File: src/pkg/rslc_pkg.sv
// rslc_pkg: constants, register map and carrier types of the status lamp controller.
// assumes a single 125 MHz clock shared by the bus and the status sources.
package rslc_pkg;

  // ----------------------------------------------------------------
  // register map (byte addresses on the apb bus)
  // ----------------------------------------------------------------
  localparam logic [7:0] ADDR_RESIDUAL_LIMIT_COMMAND = 8'h00;
  localparam logic [7:0] ADDR_PRECISION_THRESHOLD_COMMAND = 8'h04;
  localparam logic [7:0] ADDR_LAMP_STATE = 8'h08;
  localparam logic [7:0] ADDR_IRQ_STAT = 8'h0C;
  localparam logic [7:0] ADDR_IRQ_MASK = 8'h10;

  // ----------------------------------------------------------------
  // reset values and thresholds
  // ----------------------------------------------------------------
  localparam logic [15:0] RES_LIMIT_RST = 16'h0064;  // 10.0 m in decimetres
  localparam logic [15:0] PDOP_THR_RST = 16'h0069;   // 10.5 in tenths
  localparam logic [15:0] BER_MARGINAL = 16'h0096;   // 150
  localparam logic [15:0] BER_NO_LOCK = 16'h01F4;    // 500
  localparam logic [3:0] IRQ_MASK_RST = 4'h0;

  // ----------------------------------------------------------------
  // field positions
  // ----------------------------------------------------------------
  localparam int NUM_LAMPS = 5;
  localparam int LAMP_POWER = 0;
  localparam int LAMP_SAT = 1;
  localparam int LAMP_DIFFPOS = 2;
  localparam int LAMP_CORR = 3;
  localparam int LAMP_WIRELESS = 4;
  localparam int STATE_FORCE_2D = 5;
  localparam int STATE_SHUTDOWN = 6;
  localparam int STATE_PW_LSB = 8;
  localparam int IRQ_W = 4;
  localparam int IRQ_LOW_BATT = 0;
  localparam int IRQ_SHUTDOWN = 1;
  localparam int IRQ_SAT_LOCK = 2;
  localparam int IRQ_CORR_LOST = 3;

  // ----------------------------------------------------------------
  // timing
  // ----------------------------------------------------------------
  localparam longint unsigned CLK_HZ = 64'h0773_5940;       // 125 MHz
  localparam longint unsigned LOW_BATT_MIN = 64'h14;        // 20 minutes
  localparam longint unsigned LOW_BATT_CYCLES = LOW_BATT_MIN * 64'h3C * CLK_HZ;
  localparam longint unsigned BLINK_HALF_MS = 64'h1F4;      // 500 ms per phase
  localparam longint unsigned BLINK_HALF_CYCLES = BLINK_HALF_MS * CLK_HZ / 64'h3E8;

  // ----------------------------------------------------------------
  // types
  // ----------------------------------------------------------------
  typedef enum logic [1:0] {
    LAMP_OFF = 2'b00,
    LAMP_ON = 2'b01,
    LAMP_BLINK = 2'b10
  } rslc_lamp_type;

  typedef enum logic [1:0] {
    PW_NORMAL = 2'b00,
    PW_LOWBAT = 2'b01,
    PW_SHUTDOWN = 2'b10
  } rslc_pw_type;

  typedef struct packed {
    logic sat_lock;
    logic correction_lock_indicator_solution;
    logic fix_3d;
    logic corr_locked;
    logic ext_corr_ok;
    logic [15:0] residual_dm;
    logic [15:0] pdop_x10;
    logic [15:0] ber;
  } rslc_status_type;

  typedef struct packed {
    logic psel;
    logic penable;
    logic pwrite;
    logic [7:0] paddr;
    logic [31:0] pwdata;
  } rslc_apb_req_type;

endpackage : rslc_pkg

File: src/rtl/rslc_lamp_ctrl.sv
// rslc_lamp_ctrl: front-panel status lamp controller with apb registers.
// assumes status struct comes from logic on clk; battery and wireless pins are asynchronous.
//
// Overview of operation
// - power lamp steady while powered and battery not low
// - low battery blinks power lamp twenty minutes, then automatic shutdown
// - satellite lamp steady once solid lock reported
// - satellite lamp blinks while no solid lock
// - position lamp steady only with differential, good residual and 3D fix
// - residual limit resets to 10.0 m and is host writable
// - differential but residual at or over limit blinks position lamp
// - precision over threshold forces 2D and blinks; threshold 10.5, writable
// - correction lamp steady when locked under 150 or external data good
// - locked but error rate 150 to 499 blinks correction lamp
// - wireless lamp on when connected; off or blink by build option
// - error rate 500 or more counts as no lock
//
// Implementation choices: the APB interface to the registers and the address map.
`timescale 1ns/1ns
module rslc_lamp_ctrl #(
  parameter logic [39:0] LOW_BATT_CYCLES = 40'(rslc_pkg::LOW_BATT_CYCLES),
  parameter logic [31:0] BLINK_HALF_CYCLES = 32'(rslc_pkg::BLINK_HALF_CYCLES),
  parameter bit WL_BLINK_IDLE = 1'b0
) (
  input wire logic clk,
  input wire logic rst_b,
  input wire rslc_pkg::rslc_apb_req_type apb_req,
  output logic pready,
  output logic pslverr,
  output logic [31:0] prdata,
  input wire rslc_pkg::rslc_status_type status,
  input wire logic batt_low_pin,
  input wire logic wireless_conn_pin,
  output logic power_indicator,
  output logic sat_lock_indicator,
  output logic correction_lock_indicator_position_indicator,
  output logic correction_lock_indicator,
  output logic wireless_indicator,
  output logic force_2d,
  output logic auto_shutdown,
  output logic irq
);

  // ----------------------------------------------------------------
  // declarations
  // ----------------------------------------------------------------
  logic batt_s1_reg;
  logic batt_s2_reg;
  logic wl_s1_reg;
  logic wl_s2_reg;
  logic blink_phase;
  rslc_pkg::rslc_pw_type pw_state_reg;
  rslc_pkg::rslc_pw_type pw_state_next;
  logic [39:0] lowbat_cnt_reg;
  logic [39:0] lowbat_cnt_next;
  logic [15:0] res_limit_reg;
  logic [15:0] res_limit_next;
  logic [15:0] pdop_thr_reg;
  logic [15:0] pdop_thr_next;
  logic [3:0] irq_stat_reg;
  logic [3:0] irq_stat_next;
  logic [3:0] irq_mask_reg;
  logic [3:0] irq_mask_next;
  logic [3:0] irq_event;
  logic [31:0] prdata_reg;
  logic [31:0] prdata_next;
  logic [4:0] lamp_reg;
  logic [4:0] lamp_next;
  logic force_2d_reg;
  logic force_2d_next;
  logic sat_d_reg;
  logic corr_d_reg;
  logic corr_locked_eff;
  logic corr_good;
  logic pdop_high;
  logic correction_lock_indicator_good;
  logic wr_en;
  logic addr_ok;
  logic [31:0] rd_word;
  rslc_pkg::rslc_lamp_type mode [rslc_pkg::NUM_LAMPS];

  // ----------------------------------------------------------------
  // input synchronisers
  // ----------------------------------------------------------------
  // pins from outside the clock domain pass two flops before any use
  always_ff @(posedge clk) begin
    if (!rst_b) begin
      batt_s1_reg <= 1'b0;
      batt_s2_reg <= 1'b0;
      wl_s1_reg <= 1'b0;
      wl_s2_reg <= 1'b0;
    end else begin
      batt_s1_reg <= batt_low_pin;
      batt_s2_reg <= batt_s1_reg;
      wl_s1_reg <= wireless_conn_pin;
      wl_s2_reg <= wl_s1_reg;
    end
  end

  // ----------------------------------------------------------------
  // shared blink source
  // ----------------------------------------------------------------
  rslc_blink_div #(
    .HALF_CYCLES(BLINK_HALF_CYCLES)
  ) u_blink (
    .clk(clk),
    .rst_b(rst_b),
    .blink_phase(blink_phase)
  );

  // ----------------------------------------------------------------
  // power and low battery sequencer
  // ----------------------------------------------------------------
  // battery recovery (charger plugged in) cancels the countdown
  always_comb begin
    pw_state_next = pw_state_reg;
    lowbat_cnt_next = lowbat_cnt_reg;
    case (pw_state_reg)
      rslc_pkg::PW_NORMAL: begin
        lowbat_cnt_next = 40'h0;
        if (batt_s2_reg) begin
          pw_state_next = rslc_pkg::PW_LOWBAT;
        end
      end
      rslc_pkg::PW_LOWBAT: begin
        if (!batt_s2_reg) begin
          pw_state_next = rslc_pkg::PW_NORMAL;
        end else if (lowbat_cnt_reg >= LOW_BATT_CYCLES - 40'h1) begin
          pw_state_next = rslc_pkg::PW_SHUTDOWN;
        end else begin
          lowbat_cnt_next = lowbat_cnt_reg + 40'h1;
        end
      end
      rslc_pkg::PW_SHUTDOWN: begin
        pw_state_next = rslc_pkg::PW_SHUTDOWN;  // held until reset
      end
      default: begin
        pw_state_next = rslc_pkg::PW_NORMAL;
      end
    endcase
  end

  always_ff @(posedge clk) begin
    if (!rst_b) begin
      pw_state_reg <= rslc_pkg::PW_NORMAL;
      lowbat_cnt_reg <= 40'h0;
    end else begin
      pw_state_reg <= pw_state_next;
      lowbat_cnt_reg <= lowbat_cnt_next;
    end
  end

  // ----------------------------------------------------------------
  // status decode
  // ----------------------------------------------------------------
  assign corr_locked_eff = status.corr_locked && (status.ber < rslc_pkg::BER_NO_LOCK);
  assign corr_good = (corr_locked_eff && (status.ber < rslc_pkg::BER_MARGINAL))
                     || status.ext_corr_ok;
  assign pdop_high = status.pdop_x10 > pdop_thr_reg;
  assign correction_lock_indicator_good = status.correction_lock_indicator_solution && (status.residual_dm < res_limit_reg)
                     && status.fix_3d && !pdop_high;

  // lamp modes; shutdown darkens the whole panel
  always_comb begin
    for (int i = 0; i < rslc_pkg::NUM_LAMPS; i++) begin
      mode[i] = rslc_pkg::LAMP_OFF;
    end
    if (pw_state_reg != rslc_pkg::PW_SHUTDOWN) begin
      if (pw_state_reg == rslc_pkg::PW_LOWBAT) begin
        mode[rslc_pkg::LAMP_POWER] = rslc_pkg::LAMP_BLINK;
      end else begin
        mode[rslc_pkg::LAMP_POWER] = rslc_pkg::LAMP_ON;
      end
      if (status.sat_lock) begin
        mode[rslc_pkg::LAMP_SAT] = rslc_pkg::LAMP_ON;
      end else begin
        mode[rslc_pkg::LAMP_SAT] = rslc_pkg::LAMP_BLINK;
      end
      if (correction_lock_indicator_good) begin
        mode[rslc_pkg::LAMP_DIFFPOS] = rslc_pkg::LAMP_ON;
      end else if (status.correction_lock_indicator_solution) begin
        mode[rslc_pkg::LAMP_DIFFPOS] = rslc_pkg::LAMP_BLINK;
      end
      if (corr_good) begin
        mode[rslc_pkg::LAMP_CORR] = rslc_pkg::LAMP_ON;
      end else if (corr_locked_eff) begin
        mode[rslc_pkg::LAMP_CORR] = rslc_pkg::LAMP_BLINK;
      end
      if (wl_s2_reg) begin
        mode[rslc_pkg::LAMP_WIRELESS] = rslc_pkg::LAMP_ON;
      end else if (WL_BLINK_IDLE) begin
        mode[rslc_pkg::LAMP_WIRELESS] = rslc_pkg::LAMP_BLINK;
      end
    end
  end

  // ----------------------------------------------------------------
  // registered lamp drive
  // ----------------------------------------------------------------
  genvar g;
  generate
    for (g = 0; g < rslc_pkg::NUM_LAMPS; g++) begin : g_lamp
      assign lamp_next[g] = (mode[g] == rslc_pkg::LAMP_ON)
                            || ((mode[g] == rslc_pkg::LAMP_BLINK) && blink_phase);
    end
  endgenerate

  assign force_2d_next = pdop_high;

  always_ff @(posedge clk) begin
    if (!rst_b) begin
      lamp_reg <= 5'h00;
      force_2d_reg <= 1'b0;
      sat_d_reg <= 1'b0;
      corr_d_reg <= 1'b0;
    end else begin
      lamp_reg <= lamp_next;
      force_2d_reg <= force_2d_next;
      sat_d_reg <= status.sat_lock;
      corr_d_reg <= corr_locked_eff;
    end
  end

  // ----------------------------------------------------------------
  // apb slave and registers
  // ----------------------------------------------------------------
  // zero wait states: read data is captured in the setup cycle
  assign wr_en = apb_req.psel && apb_req.penable && apb_req.pwrite && addr_ok;

  always_comb begin
    addr_ok = 1'b1;
    rd_word = 32'h0000_0000;
    if (apb_req.paddr == rslc_pkg::ADDR_RESIDUAL_LIMIT_COMMAND) begin
      rd_word[15:0] = res_limit_reg;
    end else if (apb_req.paddr == rslc_pkg::ADDR_PRECISION_THRESHOLD_COMMAND) begin
      rd_word[15:0] = pdop_thr_reg;
    end else if (apb_req.paddr == rslc_pkg::ADDR_LAMP_STATE) begin
      rd_word[4:0] = lamp_reg;
      rd_word[rslc_pkg::STATE_FORCE_2D] = force_2d_reg;
      rd_word[rslc_pkg::STATE_SHUTDOWN] = (pw_state_reg == rslc_pkg::PW_SHUTDOWN);
      rd_word[rslc_pkg::STATE_PW_LSB +: 2] = pw_state_reg;
    end else if (apb_req.paddr == rslc_pkg::ADDR_IRQ_STAT) begin
      rd_word[3:0] = irq_stat_reg;
    end else if (apb_req.paddr == rslc_pkg::ADDR_IRQ_MASK) begin
      rd_word[3:0] = irq_mask_reg;
    end else begin
      addr_ok = 1'b0;
    end
  end

  // events for the sticky status bits
  assign irq_event[rslc_pkg::IRQ_LOW_BATT] = (pw_state_reg == rslc_pkg::PW_NORMAL)
                                             && (pw_state_next == rslc_pkg::PW_LOWBAT);
  assign irq_event[rslc_pkg::IRQ_SHUTDOWN] = (pw_state_reg == rslc_pkg::PW_LOWBAT)
                                             && (pw_state_next == rslc_pkg::PW_SHUTDOWN);
  assign irq_event[rslc_pkg::IRQ_SAT_LOCK] = status.sat_lock && !sat_d_reg;
  assign irq_event[rslc_pkg::IRQ_CORR_LOST] = corr_d_reg && !corr_locked_eff;

  // register next values; an event in the clearing cycle still sets its bit
  always_comb begin
    res_limit_next = res_limit_reg;
    pdop_thr_next = pdop_thr_reg;
    irq_mask_next = irq_mask_reg;
    irq_stat_next = irq_stat_reg;
    prdata_next = prdata_reg;
    if (apb_req.psel && !apb_req.penable) begin
      prdata_next = rd_word;
    end
    if (wr_en && apb_req.paddr == rslc_pkg::ADDR_RESIDUAL_LIMIT_COMMAND) begin
      res_limit_next = apb_req.pwdata[15:0];
    end
    if (wr_en && apb_req.paddr == rslc_pkg::ADDR_PRECISION_THRESHOLD_COMMAND) begin
      pdop_thr_next = apb_req.pwdata[15:0];
    end
    if (wr_en && apb_req.paddr == rslc_pkg::ADDR_IRQ_MASK) begin
      irq_mask_next = apb_req.pwdata[3:0];
    end
    if (wr_en && apb_req.paddr == rslc_pkg::ADDR_IRQ_STAT) begin
      irq_stat_next = irq_stat_reg & ~apb_req.pwdata[3:0];
    end
    irq_stat_next = irq_stat_next | irq_event;
  end

  always_ff @(posedge clk) begin
    if (!rst_b) begin
      res_limit_reg <= rslc_pkg::RES_LIMIT_RST;
      pdop_thr_reg <= rslc_pkg::PDOP_THR_RST;
      irq_mask_reg <= rslc_pkg::IRQ_MASK_RST;
      irq_stat_reg <= 4'h0;
      prdata_reg <= 32'h0000_0000;
    end else begin
      res_limit_reg <= res_limit_next;
      pdop_thr_reg <= pdop_thr_next;
      irq_mask_reg <= irq_mask_next;
      irq_stat_reg <= irq_stat_next;
      prdata_reg <= prdata_next;
    end
  end

  // ----------------------------------------------------------------
  // outputs
  // ----------------------------------------------------------------
  assign pready = 1'b1;
  assign pslverr = apb_req.psel && apb_req.penable && !addr_ok;
  assign prdata = prdata_reg;
  assign power_indicator = lamp_reg[rslc_pkg::LAMP_POWER];
  assign sat_lock_indicator = lamp_reg[rslc_pkg::LAMP_SAT];
  assign correction_lock_indicator_position_indicator = lamp_reg[rslc_pkg::LAMP_DIFFPOS];
  assign correction_lock_indicator = lamp_reg[rslc_pkg::LAMP_CORR];
  assign wireless_indicator = lamp_reg[rslc_pkg::LAMP_WIRELESS];
  assign force_2d = force_2d_reg;
  assign auto_shutdown = (pw_state_reg == rslc_pkg::PW_SHUTDOWN);
  assign irq = |(irq_stat_reg & irq_mask_reg);
endmodule : rslc_lamp_ctrl

File: src/rtl/rslc_blink_div.sv
// rslc_blink_div: shared blink phase generator for all lamps.
// assumes clk and a synchronous active-low reset.
`timescale 1ns/1ns
module rslc_blink_div #(
  parameter logic [31:0] HALF_CYCLES = 32'h0000_0010
) (
  input wire logic clk,
  input wire logic rst_b,
  output logic blink_phase
);

  // ----------------------------------------------------------------
  // divider
  // ----------------------------------------------------------------
  logic [31:0] cnt_reg;
  logic [31:0] cnt_next;
  logic phase_reg;
  logic phase_next;

  // one shared phase keeps every blinking lamp in step
  always_comb begin
    cnt_next = cnt_reg + 32'h1;
    phase_next = phase_reg;
    if (cnt_reg >= HALF_CYCLES - 32'h1) begin
      cnt_next = 32'h0;
      phase_next = ~phase_reg;
    end
  end

  always_ff @(posedge clk) begin
    if (!rst_b) begin
      cnt_reg <= 32'h0;
      phase_reg <= 1'b0;
    end else begin
      cnt_reg <= cnt_next;
      phase_reg <= phase_next;
    end
  end

  assign blink_phase = phase_reg;

endmodule : rslc_blink_div

File: config.mk
export PLATFORM = sky130hd
export DESIGN_NAME = rslc_lamp_ctrl
export DESIGN_NICKNAME = d
export VERILOG_FILES = /design/src/pkg/rslc_pkg.sv /design/src/rtl/rslc_lamp_ctrl.sv /design/src/rtl/rslc_blink_div.sv
export SDC_FILE = /design/constraint.sdc
export NUM_CORES = 1
export LEC_CHECK = 0
export ABC_AREA = 1
export BUFFER_PORTS_ARGS = -buffer_cell sky130_fd_sc_hd__buf_2
export CORE_ASPECT_RATIO = 0.9
export CORE_UTILIZATION = 40
export DETAILED_ROUTE_END_ITERATION = 10
export PLACE_DENSITY = 0.58
export SLEW_MARGIN = 20
export SYNTH_ARGS = -nofsm -noshare
export SYNTH_HDL_FRONTEND = slang
export SYNTH_SLANG_ARGS = --single-unit
File: constraint.sdc
create_clock -name clk -period 2.25 [get_ports clk]
set_input_delay 0.45 -clock clk [delete_from_list [all_inputs] [get_ports clk]]
set_output_delay 0.45 -clock clk [all_outputs]
set_load 0.1 [all_outputs]
==> metrics.md <==
| Metric | Value |
|---|---|
| Area of the multi-input gates | `0.004563 mm²` |
| Dpl hpwl | `17,160 µm` |
| Routed len/inst | `14.30 µm` |
| CTS buffer count | `17` |
| WS Path Type | `reg2out` |
| Req. time, crit path | `1.80 ns` |
| Post-route ant nets | `0` |
| Root buf cell | `clkbuf_16` |
| Sw Ratio | `26.77%` |
| Warnings from Yosys | `0` |
| Number of synthesized flops with an enable pin | `0` |
| Worst-path clk slew | `0.06 ns` |
| Post-synthesis sequential area ratio | `35.03%` |
| Most used DFF post-synth | `dfxtp_1` |
| Starting Density | `40.89%` |
| Pwr/cell area | `655.2 mW/mm²` |
| Area after DPL | `0.009015 mm²` |
| Leak | `3.782 nW` |
| Max Cap Viol | `0` |
| Grt ovf | `0` |
| GRT met2 Usage | `33.74%` |
| Final TNS setup | `0 ns` |
| Max Slew Vio Count | `0` |
| Relative slew margins | `64.76%` |
| Cell area after layout | `0.009641 mm²` |
| Flip-flop count of the largest register after layout | `40` |
| Die H | `137.6 µm` |
| DR vias/cell | `4.964` |
| CTS Hold Buffers Added | `0` |
| Die area | `0.02101 mm²` |
| Fin nets | `1,439` |
| Placer Congestion | `0.9067` |
| Fillers | `2,067` |
| Gate Count Post-Synth | `1,185` |
| Final worst path period share | `89.54%` |
| Type of origin of the critical path | `flop` |
| Layout area overhead | `17.96%` |
| Unrepaired setup endpoints after global routing | `no` |
| CTS sink cnt | `143` |
| CP max FO | `4` |
| Setup bufs post-CTS | `0` |
| Area of the mapped netlist | `0.008173 mm²` |
| Comb power frac | `10.8%` |
| Busiest grt layer | `met2` |
| Initial DRC count | `482` |
| Pin count of the biggest net entering global routing | `33` |
| Min Clock Period, post-route | `2.015 ns` |
| Failing checks | `design-rule violations` |
| GRT met3 Usage | `3.586%` |
| Layout cells sized above 1 | `14.93%` |
| Initial antenna violation count | `0` |
| Layout Skew | `0.009344 ns` |
| First-pass GRT wire length | `36,100 µm` |
| Register area | `0.002863 mm²` |
| Final wirelength | `22,430 µm` |
| CTS tree | `built` |
| Final setup fails | `0` |
| Port Buffer Count | `107` |
| FFs w/ async S/R, synth | `0%` |
| Tot GR Track Use | `21.94%` |
| Clock Power Share | `48.1%` |
| Worst path slowest cell | `buf_2` |
| Distinct cells, synth | `49` |
| Ant. Diodes | `0` |
| Switching pwr | `1.691 mW` |
| Cts repair resizes | `0` |
| Synthesized area per cell | `6.897 µm²` |
| Buffer depth of the longest clock path | `2` |
| Met1 Use GR | `31.34%` |
| Pint | `4.626 mW` |
| Cell family with most CP delay | `buffers and inverters` |
| FP Rows | `49` |
| Final hold vios | `0` |
| Fmax | `496.4 MHz` |
| Seq pwr share | `41.1%` |
| CP endpoint kind | `output port` |
| Slew @ Worst Pin | `0.5322 ns` |
| First drt pass iteration count | `10` |
| Max stage delay on crit path | `0.46 ns` |
| Worst Path Buf+Inv | `2` |
| Worst path arrival time | `1.56 ns` |
| H-tree levels | `4` |
| Status | `finished, violations left` |
| I/O Pins | `142` |
| VDD IR-drop max | `0.4132 mV` |
| Number of global-route vias before repair | `6,988` |
| Drc violations | `4` |
| Clk_lat worst skew | `0.42 ns` |
| Synthesis-stage register bit count | `143` |
| Worst-path cell chain | `inv_1 > ha_1 > buf_2` |
| Core Area | `0.01999 mm²` |
| Min-delay worst type | `in2reg` |
| Vias post-DR | `7,784` |
| Width of the die | `152.7 µm` |
==> cell usage in the layout, fill, tap and decap left out, types with 23 or more instances in the layout <==
master / n
ha_1: 38
conb_1: 23
a211oi_1: 25
nor2_1: 188
xor2_1: 32
buf_2: 106
a21oi_1: 81
nand2_1: 247
inv_1: 130
dfxtp_1: 143
nand3_1: 78
==> cells by family after synthesis <==
group	count (synthesis)	share of synthesized area (%)
simple gates	599	31.90
other cells	2	0.09189
xor+xnor	39	4.179
compound gates	172	12.84
fa+ha+maj	38	5.818
buf+inv	192	10.13
flops	143	35.03
==> power groups by stage <==
stage	combinational [mW]	clock [mW]	sequential [mW]
global route	0.738	3.21	2.60
global placement	0.680	0	2.65
floorplan	0.378	0	2.78
detailed placement	0.684	0	2.65
finish	0.683	3.04	2.59
CTS	0.686	3.09	2.59
==> worst register-to-register path: stages, from the launching register on <==
cell	delay, ns
dfxtp_1	0.41
nand2_1	0.17
nor2_1	0.20
nand3_1	0.09
nor2_1	0.18
nand3_2	0.15
nand4_4	0.14
nand2_4	0.16
buf_12	0.21
nand2_1	0.09
a21oi_1	0.06
==> metal layers <==
metal | vias to the layer above | wire (µm)
met2 | 186 | 9574
met5 | - | 0
li1 | 4074 | -
met4 | 0 | 210
met1 | 3509 | 11490
met3 | 15 | 1147
==> synth_stat cells (all sizes together), types with 2 or more instances <==
library cell	instances	area share [%]
a21boi	2	0.18
nand3b	4	0.37
or2	6	0.46
dfxtp	143	35
nand4	23	1.9
a31oi	4	0.31
ha	38	5.8
o31ai	3	0.28
o21ai	23	1.4
buf	35	2.9
nor2	196	9.3
o211ai	17	1.6
nand2	251	12
conb	2	0.092
nand3	82	5.3
a21oi	82	5.1
xnor2	7	0.75
clkbuf	20	0.92
xor2	32	3.4
inv	137	6.3
a211oi	26	2.4
o221ai	9	0.96
nor3	27	2.0
a21o	2	0.18
nor4	6	0.46
==> through the flow <==
step	hold WS, ns	util, %	cells	setup WS [ns]	power (mW)
after floorplan	0.3895	-	1206	0.05948	3.157
after global placement	0.3939	45.10	1537	0.1848	3.329
after detailed placement	0.3978	45.10	1537	0.1503	3.332
after CTS	0.1995	48.23	1568	0.2125	6.369
after global routing	0.2155	48.23	1568	0.1012	6.541
final	0.2092	48.23	1568	0.2354	6.317
==> final cells by class <==
class | instances | share of cell area [%]
multi-input cells | 871 | 47.33
flip-flops and latches | 143 | 29.70
well taps | 255 | 3.310
repair buffers | 131 | 7.839
clock buffers | 20 | 4.633
inverters | 137 | 5.334
clock inverters | 11 | 1.856
==> worst paths after layout <==
path                                    startpoint                 end  slack (ns)  depth (start not counted)
worst max-delay path               pw_state_reg[0]       auto_shutdown        0.24                          3
worst min-delay path             wireless_conn_pin           wl_s1_reg        0.21                          3
worst max register to register  lowbat_cnt_reg[21]  lowbat_cnt_reg[23]        0.27                         10
worst min register to register           wl_s1_reg           wl_s2_reg        0.41                          2
Power figures use the tool's default switching activity.
